[src/copy_engine_pkg.sv]
// shared constants for the buffer block copy engine
package copy_engine_pkg;

	// register indices; byte address on the bus is four times the index
	localparam logic [15:0] IDX_USER_SRC_OFF_HI = 16'hff36;
	localparam logic [15:0] IDX_USER_SRC_OFF_LO = 16'hff37;
	localparam logic [15:0] IDX_USER_DST_OFF_HI = 16'hff38;
	localparam logic [15:0] IDX_USER_DST_OFF_LO = 16'hff39;
	localparam logic [15:0] IDX_USER_SRC_SEG_HI = 16'hff3a;
	localparam logic [15:0] IDX_USER_SRC_SEG_LO = 16'hff3b;
	localparam logic [15:0] IDX_USER_DST_SEG_HI = 16'hff3c;
	localparam logic [15:0] IDX_USER_DST_SEG_LO = 16'hff3d;
	localparam logic [15:0] IDX_SUB_SRC_OFF_HI = 16'hff3e;
	localparam logic [15:0] IDX_SUB_SRC_OFF_LO = 16'hff3f;
	localparam logic [15:0] IDX_SUB_DST_OFF_HI = 16'hff40;
	localparam logic [15:0] IDX_SUB_DST_OFF_LO = 16'hff41;
	localparam logic [15:0] IDX_USER_COUNT_HI = 16'hff62;
	localparam logic [15:0] IDX_USER_COUNT_LO = 16'hff63;
	localparam logic [15:0] IDX_CONTROL = 16'hff67;
	// status reads here, write-one clears at the same index
	localparam logic [15:0] IDX_GROUP_TWO_STATUS = 16'hff7c;
	localparam logic [15:0] IDX_GROUP_TWO_MASK = 16'hff7d;

	// control bit positions
	localparam int CTL_USER_SRC_IL = 7;
	localparam int CTL_USER_DST_IL = 6;
	localparam int CTL_SUB_SRC_IL = 5;
	localparam int CTL_SUB_DST_IL = 4;
	localparam int CTL_USER_EN = 3;
	localparam int CTL_SUB_EN = 2;
	localparam int CTL_Q_RAW = 1;
	localparam int CTL_SUB_TX = 0;

	// status bit positions in the second drive group
	localparam int ST_COPY_END = 4;
	localparam int ST_SUB_BLOCK = 3;

	// values after reset
	localparam logic [7:0] CONTROL_RST = 8'h00;
	localparam logic [11:0] PTR_RST = 12'h000;
	localparam logic [7:0] STATUS_RST = 8'h00;
	localparam logic [7:0] MASK_RST = 8'h00;

	// subcode block geometry: eight channel bytes per symbol
	localparam logic [11:0] SUB_BLOCK_LEN = 12'h060;
	localparam logic [11:0] SUB_ROWS = 12'h00c;
	localparam logic [11:0] SUB_DST_BASE = 12'h000;
	localparam logic [2:0] SUB_Q_CHANNEL = 3'h1;

	typedef enum logic [1:0] {
		MV_IDLE,
		MV_READ,
		MV_WRITE
	} move_state_t;

endpackage : copy_engine_pkg

[src/buffer_block_copy_engine.sv]
// memory-to-memory copy engine with user and subcode pointer sets, APB slave
`timescale 1ns/1ns

// Behaviour
// - two copy engines sharing one byte mover: user and subcode
// - user engine moves exactly programmed byte count
// - writing copy-end bit aborts running copy
// - enabled subcode engine moves received blocks; while it runs, at most one more waits and later strobes are lost
// - only subcode source offset is software programmable
// - subcode engine re-arms itself for following blocks
// - control bit 7 selects user source interleave
// - control bit 6 selects user destination interleave
// - control bit 5 selects subcode source interleave
// - control bit 4 selects subcode destination interleave
// - control bit 3 enables user engine
// - control bit 2 enables subcode engine
// - control bit 1 skips Q byte de-interleave
// - control bit 0 selects subcode direction
// - copy end latched; write one clears it
module buffer_block_copy_engine #(
	parameter int ADDR_W = 18
) (
	// clock and reset
	input wire logic pclk,
	input wire logic presetn,
	// apb slave
	input wire logic psel,
	input wire logic penable,
	input wire logic pwrite,
	input wire logic [ADDR_W-1:0] paddr,
	input wire logic [31:0] pwdata,
	output logic [31:0] prdata,
	output logic pready,
	output logic pslverr,
	// buffer ram master, same clock
	output logic mem_req,
	output logic mem_we,
	output logic [23:0] mem_addr,
	output logic [7:0] mem_wdata,
	input wire logic [7:0] mem_rdata,
	input wire logic mem_ack,
	// subcode input side
	input wire logic subcode_block_done,
	input wire logic [11:0] subcode_fifo_segment,
	input wire logic [11:0] host_segment,
	// status
	output logic user_busy,
	output logic subcode_busy,
	output logic irq
);

	function automatic logic [11:0] il_offset(
		input logic [11:0] base,
		input logic [11:0] idx,
		input logic il_en,
		input logic q_raw
	);
		logic [11:0] lin;
		logic [11:0] row;
		lin = base + idx;
		row = base + (12'(idx[2:0]) * copy_engine_pkg::SUB_ROWS) + (idx >> 3);
		if (!il_en || (q_raw && idx[2:0] == copy_engine_pkg::SUB_Q_CHANNEL))
			return lin;
		return row;
	endfunction : il_offset

	function automatic logic [7:0] rd_hi(input logic [11:0] v);
		return {4'h0, v[11:8]};
	endfunction : rd_hi

	// register state
	logic [11:0] user_src_off_r;
	logic [11:0] user_dst_off_r;
	logic [11:0] user_src_seg_r;
	logic [11:0] user_dst_seg_r;
	logic [11:0] user_count_r;
	logic [11:0] sub_src_off_r;
	logic [11:0] sub_dst_off_r;
	logic [7:0] ctrl_r;
	logic [7:0] status_r;
	logic [7:0] mask_r;
	logic user_abort_r;

	// bus state
	logic [31:0] rd_nxt;
	logic map_hit;
	logic rd_status_r;
	logic acc_done;
	logic wr_en;
	logic [15:0] idx;

	// engine state
	copy_engine_pkg::move_state_t state_r;
	logic eng_sub_r;
	logic [11:0] u_idx_r;
	logic [11:0] s_idx_r;
	logic sub_pend_r;
	logic u_step;
	logic s_step;
	logic u_done;
	logic s_done;
	logic user_start;
	logic [11:0] s_src_off;
	logic [11:0] s_dst_off;
	logic s_src_il;
	logic s_dst_il;

	assign idx = 16'(paddr[ADDR_W-1:2]);
	assign acc_done = psel & penable & pready;
	assign wr_en = acc_done & pwrite & ~pslverr;
	// rewriting the control register while a copy runs does not restart it
	assign user_start = wr_en && idx == copy_engine_pkg::IDX_CONTROL
		&& pwdata[copy_engine_pkg::CTL_USER_EN] && !user_busy;

	// subcode direction swaps which side sees the interleaved layout
	assign s_src_il = ctrl_r[copy_engine_pkg::CTL_SUB_TX] ? ctrl_r[copy_engine_pkg::CTL_SUB_DST_IL]
		: ctrl_r[copy_engine_pkg::CTL_SUB_SRC_IL];
	assign s_dst_il = ctrl_r[copy_engine_pkg::CTL_SUB_TX] ? ctrl_r[copy_engine_pkg::CTL_SUB_SRC_IL]
		: ctrl_r[copy_engine_pkg::CTL_SUB_DST_IL];
	assign s_src_off = il_offset(sub_src_off_r, s_idx_r, s_src_il,
		ctrl_r[copy_engine_pkg::CTL_Q_RAW]);
	assign s_dst_off = il_offset(copy_engine_pkg::SUB_DST_BASE, s_idx_r, s_dst_il,
		ctrl_r[copy_engine_pkg::CTL_Q_RAW]);

	assign u_step = state_r == copy_engine_pkg::MV_WRITE && mem_ack && !eng_sub_r;
	assign s_step = state_r == copy_engine_pkg::MV_WRITE && mem_ack && eng_sub_r;
	assign u_done = u_step && user_count_r == 12'h001;
	assign s_done = s_step && s_idx_r == copy_engine_pkg::SUB_BLOCK_LEN - 12'h001;

	// read mux, sampled in the setup cycle
	always_comb
	begin
		rd_nxt = 32'h0000_0000;
		map_hit = 1'b1;
		unique case (idx)
			copy_engine_pkg::IDX_USER_SRC_OFF_HI: rd_nxt[7:0] = rd_hi(user_src_off_r);
			copy_engine_pkg::IDX_USER_SRC_OFF_LO: rd_nxt[7:0] = user_src_off_r[7:0];
			copy_engine_pkg::IDX_USER_DST_OFF_HI: rd_nxt[7:0] = rd_hi(user_dst_off_r);
			copy_engine_pkg::IDX_USER_DST_OFF_LO: rd_nxt[7:0] = user_dst_off_r[7:0];
			copy_engine_pkg::IDX_USER_SRC_SEG_HI: rd_nxt[7:0] = rd_hi(user_src_seg_r);
			copy_engine_pkg::IDX_USER_SRC_SEG_LO: rd_nxt[7:0] = user_src_seg_r[7:0];
			copy_engine_pkg::IDX_USER_DST_SEG_HI: rd_nxt[7:0] = rd_hi(user_dst_seg_r);
			copy_engine_pkg::IDX_USER_DST_SEG_LO: rd_nxt[7:0] = user_dst_seg_r[7:0];
			copy_engine_pkg::IDX_SUB_SRC_OFF_HI: rd_nxt[7:0] = rd_hi(sub_src_off_r);
			copy_engine_pkg::IDX_SUB_SRC_OFF_LO: rd_nxt[7:0] = sub_src_off_r[7:0];
			// destination offset bit 8 is not visible
			copy_engine_pkg::IDX_SUB_DST_OFF_HI: rd_nxt[7:0] = {4'h0, sub_dst_off_r[11:9], 1'b0};
			copy_engine_pkg::IDX_SUB_DST_OFF_LO: rd_nxt[7:0] = sub_dst_off_r[7:0];
			copy_engine_pkg::IDX_USER_COUNT_HI: rd_nxt[7:0] = rd_hi(user_count_r);
			copy_engine_pkg::IDX_USER_COUNT_LO: rd_nxt[7:0] = user_count_r[7:0];
			copy_engine_pkg::IDX_CONTROL: rd_nxt[7:0] = ctrl_r;
			copy_engine_pkg::IDX_GROUP_TWO_STATUS: rd_nxt[7:0] = status_r;
			copy_engine_pkg::IDX_GROUP_TWO_MASK: rd_nxt[7:0] = mask_r;
			default: map_hit = 1'b0;
		endcase
	end

	// apb handshake: one wait-free access cycle after setup
	always_ff @(posedge pclk or negedge presetn)
	begin
		if (!presetn)
		begin
			prdata <= 32'h0000_0000;
			pready <= 1'b0;
			pslverr <= 1'b0;
			rd_status_r <= 1'b0;
		end
		else if (psel && !penable)
		begin
			prdata <= pwrite ? 32'h0000_0000 : rd_nxt;
			pready <= 1'b1;
			pslverr <= ~map_hit;
			rd_status_r <= ~pwrite && idx == copy_engine_pkg::IDX_GROUP_TWO_STATUS;
		end
		else if (acc_done)
		begin
			pready <= 1'b0;
			pslverr <= 1'b0;
			rd_status_r <= 1'b0;
		end
	end

	// user engine registers; locked while its copy runs
	always_ff @(posedge pclk or negedge presetn)
	begin
		if (!presetn)
		begin
			user_src_off_r <= copy_engine_pkg::PTR_RST;
			user_dst_off_r <= copy_engine_pkg::PTR_RST;
			user_src_seg_r <= copy_engine_pkg::PTR_RST;
			user_dst_seg_r <= copy_engine_pkg::PTR_RST;
			user_count_r <= copy_engine_pkg::PTR_RST;
		end
		else if (u_step)
			user_count_r <= user_count_r - 12'h001;
		else if (wr_en && !user_busy)
		begin
			unique case (idx)
				copy_engine_pkg::IDX_USER_SRC_OFF_HI: user_src_off_r[11:8] <= pwdata[3:0];
				copy_engine_pkg::IDX_USER_SRC_OFF_LO: user_src_off_r[7:0] <= pwdata[7:0];
				copy_engine_pkg::IDX_USER_DST_OFF_HI: user_dst_off_r[11:8] <= pwdata[3:0];
				copy_engine_pkg::IDX_USER_DST_OFF_LO: user_dst_off_r[7:0] <= pwdata[7:0];
				copy_engine_pkg::IDX_USER_SRC_SEG_HI: user_src_seg_r[11:8] <= pwdata[3:0];
				copy_engine_pkg::IDX_USER_SRC_SEG_LO: user_src_seg_r[7:0] <= pwdata[7:0];
				copy_engine_pkg::IDX_USER_DST_SEG_HI: user_dst_seg_r[11:8] <= pwdata[3:0];
				copy_engine_pkg::IDX_USER_DST_SEG_LO: user_dst_seg_r[7:0] <= pwdata[7:0];
				copy_engine_pkg::IDX_USER_COUNT_HI: user_count_r[11:8] <= pwdata[3:0];
				copy_engine_pkg::IDX_USER_COUNT_LO: user_count_r[7:0] <= pwdata[7:0];
				default: ;
			endcase
		end
	end

	// subcode source pointer: the only programmable subcode register
	always_ff @(posedge pclk or negedge presetn)
	begin
		if (!presetn)
			sub_src_off_r <= copy_engine_pkg::PTR_RST;
		else if (s_done)
			sub_src_off_r <= sub_src_off_r + copy_engine_pkg::SUB_BLOCK_LEN;
		else if (wr_en && idx == copy_engine_pkg::IDX_SUB_SRC_OFF_HI)
			sub_src_off_r[11:8] <= pwdata[3:0];
		else if (wr_en && idx == copy_engine_pkg::IDX_SUB_SRC_OFF_LO)
			sub_src_off_r[7:0] <= pwdata[7:0];
	end

	// control and mask
	always_ff @(posedge pclk or negedge presetn)
	begin
		if (!presetn)
		begin
			ctrl_r <= copy_engine_pkg::CONTROL_RST;
			mask_r <= copy_engine_pkg::MASK_RST;
		end
		else if (wr_en)
		begin
			if (idx == copy_engine_pkg::IDX_CONTROL)
				ctrl_r <= pwdata[7:0];
			if (idx == copy_engine_pkg::IDX_GROUP_TWO_MASK)
				mask_r <= pwdata[7:0];
		end
	end

	// abort request, honoured at the next byte boundary
	always_ff @(posedge pclk or negedge presetn)
	begin
		if (!presetn)
			user_abort_r <= 1'b0;
		else if (!user_busy || user_start)
			user_abort_r <= 1'b0;
		else if (wr_en && idx == copy_engine_pkg::IDX_GROUP_TWO_STATUS
			&& pwdata[copy_engine_pkg::ST_COPY_END])
			user_abort_r <= 1'b1;
	end

	// sticky status: a new event beats a clear in the same cycle
	always_ff @(posedge pclk or negedge presetn)
	begin
		if (!presetn)
			status_r <= copy_engine_pkg::STATUS_RST;
		else
		begin
			logic [7:0] clr;
			logic [7:0] set;
			clr = 8'h00;
			set = 8'h00;
			if (acc_done && rd_status_r)
				clr = prdata[7:0];
			if (wr_en && idx == copy_engine_pkg::IDX_GROUP_TWO_STATUS)
				clr = clr | pwdata[7:0];
			set[copy_engine_pkg::ST_COPY_END] = u_done;
			set[copy_engine_pkg::ST_SUB_BLOCK] = s_done;
			status_r <= (status_r & ~clr) | set;
		end
	end

	always_ff @(posedge pclk or negedge presetn)
	begin
		if (!presetn)
			irq <= 1'b0;
		else
			irq <= |(status_r & mask_r);
	end

	// received blocks queue one deep; a new strobe beats the take
	always_ff @(posedge pclk or negedge presetn)
	begin
		if (!presetn)
			sub_pend_r <= 1'b0;
		else if (subcode_block_done && ctrl_r[copy_engine_pkg::CTL_SUB_EN])
			sub_pend_r <= 1'b1;
		else if (state_r == copy_engine_pkg::MV_IDLE && !subcode_busy)
			sub_pend_r <= 1'b0;
	end

	// byte mover: subcode has priority, it must keep pace with the disc
	always_ff @(posedge pclk or negedge presetn)
	begin
		if (!presetn)
		begin
			state_r <= copy_engine_pkg::MV_IDLE;
			eng_sub_r <= 1'b0;
			u_idx_r <= copy_engine_pkg::PTR_RST;
			s_idx_r <= copy_engine_pkg::PTR_RST;
			user_busy <= 1'b0;
			subcode_busy <= 1'b0;
			sub_dst_off_r <= copy_engine_pkg::PTR_RST;
			mem_req <= 1'b0;
			mem_we <= 1'b0;
			mem_addr <= 24'h00_0000;
			mem_wdata <= 8'h00;
		end
		else
		begin
			if (user_start && user_count_r != 12'h000)
			begin
				user_busy <= 1'b1;
				u_idx_r <= 12'h000;
			end
			unique case (state_r)
				copy_engine_pkg::MV_IDLE:
				begin
					if (subcode_busy)
					begin
						eng_sub_r <= 1'b1;
						mem_req <= 1'b1;
						mem_we <= 1'b0;
						mem_addr <= {subcode_fifo_segment, s_src_off};
						state_r <= copy_engine_pkg::MV_READ;
					end
					else if (sub_pend_r && ctrl_r[copy_engine_pkg::CTL_SUB_EN])
					begin
						subcode_busy <= 1'b1;
						s_idx_r <= 12'h000;
					end
					else if (user_busy)
					begin
						if (user_abort_r || !ctrl_r[copy_engine_pkg::CTL_USER_EN]
							|| user_count_r == 12'h000)
							user_busy <= 1'b0;
						else
						begin
							eng_sub_r <= 1'b0;
							mem_req <= 1'b1;
							mem_we <= 1'b0;
							mem_addr <= {user_src_seg_r, il_offset(user_src_off_r, u_idx_r,
								ctrl_r[copy_engine_pkg::CTL_USER_SRC_IL], 1'b0)};
							state_r <= copy_engine_pkg::MV_READ;
						end
					end
				end
				copy_engine_pkg::MV_READ:
				begin
					if (mem_ack)
					begin
						mem_we <= 1'b1;
						mem_wdata <= mem_rdata;
						if (eng_sub_r)
						begin
							mem_addr <= {host_segment, s_dst_off};
							sub_dst_off_r <= s_dst_off;
						end
						else
							mem_addr <= {user_dst_seg_r, il_offset(user_dst_off_r, u_idx_r,
								ctrl_r[copy_engine_pkg::CTL_USER_DST_IL], 1'b0)};
						state_r <= copy_engine_pkg::MV_WRITE;
					end
				end
				copy_engine_pkg::MV_WRITE:
				begin
					if (mem_ack)
					begin
						mem_req <= 1'b0;
						mem_we <= 1'b0;
						state_r <= copy_engine_pkg::MV_IDLE;
						if (eng_sub_r)
						begin
							s_idx_r <= s_idx_r + 12'h001;
							if (s_done)
								subcode_busy <= 1'b0;
						end
						else
							u_idx_r <= u_idx_r + 12'h001;
					end
				end
				default: state_r <= copy_engine_pkg::MV_IDLE;
			endcase
		end
	end

endmodule : buffer_block_copy_engine

[config.mk]
export PLATFORM = sky130hd
export DESIGN_NAME = buffer_block_copy_engine
export DESIGN_NICKNAME = d
export VERILOG_FILES = /design/src/copy_engine_pkg.sv /design/src/buffer_block_copy_engine.sv
export SDC_FILE = /design/constraint.sdc
export NUM_CORES = 1
export LEC_CHECK = 0
export BUFFER_PORTS_ARGS = -buffer_cell sky130_fd_sc_hd__buf_2
export CORE_ASPECT_RATIO = 0.8
export CORE_MARGIN = 2
export CORE_UTILIZATION = 47
export CTS_CLUSTER_DIAMETER = 120
export DETAILED_ROUTE_END_ITERATION = 12
export GPL_TIMING_DRIVEN = 0
export PLACE_DENSITY_LB_ADDON = 0.25
export SLEW_MARGIN = 20
export SYNTH_ARGS = -nofsm -noshare
export SYNTH_HDL_FRONTEND = slang
export SYNTH_SLANG_ARGS = --single-unit
[constraint.sdc]
create_clock -name pclk -period 8.52 [get_ports pclk]
set_clock_uncertainty 0.05 [all_clocks]
set_input_delay 0.426 -clock pclk [delete_from_list [all_inputs] [get_ports pclk]]
set_output_delay 0.426 -clock pclk [all_outputs]
set_load 0.05 [all_outputs]
==> out/qor.csv <==
metric;value;unit
Avg WL per Cell;22.9;µm
via density per instance;6.22;
asr flop ratio synth;100;%
layout cells sized above 1;18.9;%
leading area contributor after synthesis;dfrtp_1;
Worst Setup SP;u_idx_r[0]$_DFF_PN0_;
clk root buf;clkbuf_16;
Yosys top cell area share;34.2;%
crit-path max FO;9;
Initial Utilization;47.8;%
crit-path cells;ha_1, fa_1, xor2_1, fa_1, ha_1, or3_1, o311a_1, o211a_1, o21ai_0, or4b_1, nand4_1;
Pre-antenna DRT Iters;6;
Syn. warnings;0;
final wirelength;45500;µm
Site Rows;55;
slowest stage delay, CP;530;ps
post-route cell area;15200;µm²
Syn Area/Cell;9.27;µm²
DRC Markers;0;
max-cap violations;0;
Cell Count, Final, Fillers Out;1985;
synth unique cells;87;
Worst EP arrival;4490;ps
Crit path max-delay family;adder cells;
Max VDD drop;0.000228;V
HP Class;input port to flip-flop;
Antenna Nets Post-Route;0;
die width;193;µm
Die Height;155;µm
measured slew at the worst slew-check pin;1120;ps
most common cell in the netlist;dfrtp_1;
FF+latch count, synth;184;
Mapped Area;13500;µm²
clock slew at reported path FFs;70;ps
slowest CP cell;dfrtp_1;
Synth top cells by count;184 x dfrtp_1, 133 x nand2_1, 114 x nor2_1;
Setup CP Type;flip-flop to flip-flop;
clk sinks;184;
n_diodes;0;
Die ar.;30100;µm²
RSZ-0062 raised after global routing;false;
Worst slew margin;24.8;%
Core ar.;28200;µm²
status;completed;
# setup viols final;0;
initial antenna violation count;0;
NumNets Final;1803;
pre-CTS WS;4370;ps
Final TNS setup;0;ps
fmax;241;MHz
area delta synth->final;13.2;%
Area after DPL;14600;µm²
fin worst setup slack;4360;ps
Global Route Usage Sum;30.4;%
min Tclk post-route;4160;ps
final worst-path cycle share;48.8;%
number of global-route vias before repair;11500;
H-tree levels;4;
Post-synth top flop;dfrtp_1;
top post-synthesis cells by area;dfrtp_1 34%, ha_1 8.2%, mux2_2 7.6%;
Worst EP required;8860;ps
static leakage;7.46;nW
post-synthesis sequential area ratio;34.2;%
CTS Buffer Depth;2;
EDFF count, synth;0;
Fin. Hold Viols;0;
DR iter-0 viols;1480;
routability cong.;0.983;
num ports;160;
PwrDens;188;nW/µm²
CP startpoint kind;flip-flop;
number of buffers and inverters on the critical path;0;
min-delay src;mem_rdata[6];
GRT overflow;0;
cell total after placement;1952;
largest net degree at the start of global routing;74;
pins over their slew limit;0;
Post-Syn Instances;1454;
Clock Latency Late Sink;460;ps
HPWL Detailed;35600;µm
Worst R2R Start;u_idx_r[0]$_DFF_PN0_;
IO Port Bufs;103;
Vias;12400;
Worst setup EP type;flip-flop;
first-pass GRT wire length;69700;µm
number of CTS-inserted buffers;17;
CTS tree;built;
[flip-flops by register name, summed over array words and instances (netlist names), 11 cells and up]
name,cells
u_idx_r,12
user_count_r,12
mem_addr,24
sub_dst_off_r,11
user_src_off_r,12
user_dst_seg_r,12
user_src_seg_r,12
s_idx_r,12
user_dst_off_r,12
sub_src_off_r,12
[worst register-to-register path: cells and delay by family (launching register included)]
| kind | cells | cell delay (ps) |
|---|---|---|
| compound gates | 3 | 770 |
| xor+xnor | 1 | 300 |
| fa+ha+maj | 4 | 1440 |
| flops | 1 | 530 |
| simple gates | 3 | 1010 |
[cell usage in the layout, fill, tap and decap left out, types with 7 or more instances in the layout]
cell / netlist / final
dfrtp_1: 184 / 184
nor2b_1: 19 / 19
o31ai_1: 8 / 8
nor3b_1: 8 / 8
a22oi_1: 37 / 37
ha_1: 88 / 88
and3_1: 9 / 9
nor4_1: 12 / 11
clkbuf_16: 0 / 17
xor2_1: 32 / 32
nand2b_1: 11 / 11
or3_1: 24 / 24
nand2_1: 133 / 133
o21a_1: 12 / 12
xnor2_1: 25 / 25
a31oi_1: 17 / 17
buf_4: 24 / 24
mux2i_1: 17 / 17
nor2_2: 7 / 7
buf_2: 10 / 112
mux2_2: 91 / 91
a22o_1: 12 / 12
nor3_1: 31 / 30
a21oi_1: 80 / 80
nor2_1: 114 / 114
conb_1: 1 / 24
fa_1: 24 / 24
nand4_1: 14 / 14
inv_1: 56 / 56
o21ai_0: 103 / 103
a211oi_1: 25 / 25
nand3_1: 39 / 39
a221oi_1: 12 / 12
clkbuf_1: 38 / 39
a21o_1: 14 / 14
o211ai_1: 9 / 9
[path summary, 6_finish.rpt]
check,slack [ps],cells after the start,end
max,4360,11,mem_addr[11]$_DFFE_PN0P_
min reg2reg,430,2,mem_addr[17]$_DFFE_PN0P_
max in group asynchronous,6950,4,u_idx_r[0]$_DFF_PN0_
min in group asynchronous,390,2,mem_addr[2]$_DFFE_PN0P_
max reg2reg,4360,11,mem_addr[11]$_DFFE_PN0P_
min,150,2,mem_wdata[6]$_DFFE_PN0P_
[power breakdown]
part / leakage [nW] / internal (mW) / switching [mW]
combinational: 4.70 / 0.269 / 0.707
clock: 0.298 / 0.456 / 0.398
sequential: 2.47 / 0.967 / 0.0741
total: 7.46 / 1.69 / 1.18
[cells by family after synthesis]
logic type / count (synthesis) / share of synthesized area, %
AO/OA/AOI/OAI: 387 / 18.8
XOR/XNOR: 57 / 3.70
adder cells (fa/ha/maj): 112 / 11.7
buffers and inverters: 139 / 5.12
flip-flops: 184 / 34.2
multiplexers: 108 / 8.87
other: 1 / 0.0278
AND/OR/NAND/NOR: 466 / 17.5
[layer usage]
layer	part of all wire, %	vias up	global-route usage [%]	routed length [µm]
met4	2.7	0	8.80	1230
met1	44	6023	43.9	20100
met3	11	95	7.85	5030
li1	-	5592	-	-
met5	0	-	0	0
met2	42	640	45.0	19100
[layout make-up]
| type | instances | area, µm² |
|---|---|---|
| Buffer | 83 | 479 |
| Clock buffer | 19 | 443 |
| Clock inverter | 13 | 179 |
| Fill cell | 2625 | 13000 |
| Inverter | 56 | 210 |
| Multi-Input combinational cell | 1154 | 8280 |
| Sequential cell | 184 | 4600 |
| Tap cell | 370 | 463 |
| Timing Repair Buffer | 106 | 591 |
[timing repair]
action | 4_1_cts | 5_1_grt
hold buffers | 1 | 0
gates resized for setup | 0 | 0
setup buffers | 0 | 0
endpoints found under the hold margin | 42 | 0
[metrics by stage]
step           total power [mW]  hold slack, ps  util (%)
6_report                   2.87             152      54.0
5_1_grt                    3.00             158      54.0
4_1_cts                    2.87             142      54.0
3_5_place_dp               2.02             290      51.8
3_3_place_gp               2.00             407      51.5
2_1_floorplan              1.72            80.4         -
No activity file was read; power rests on OpenSTA's default activity.
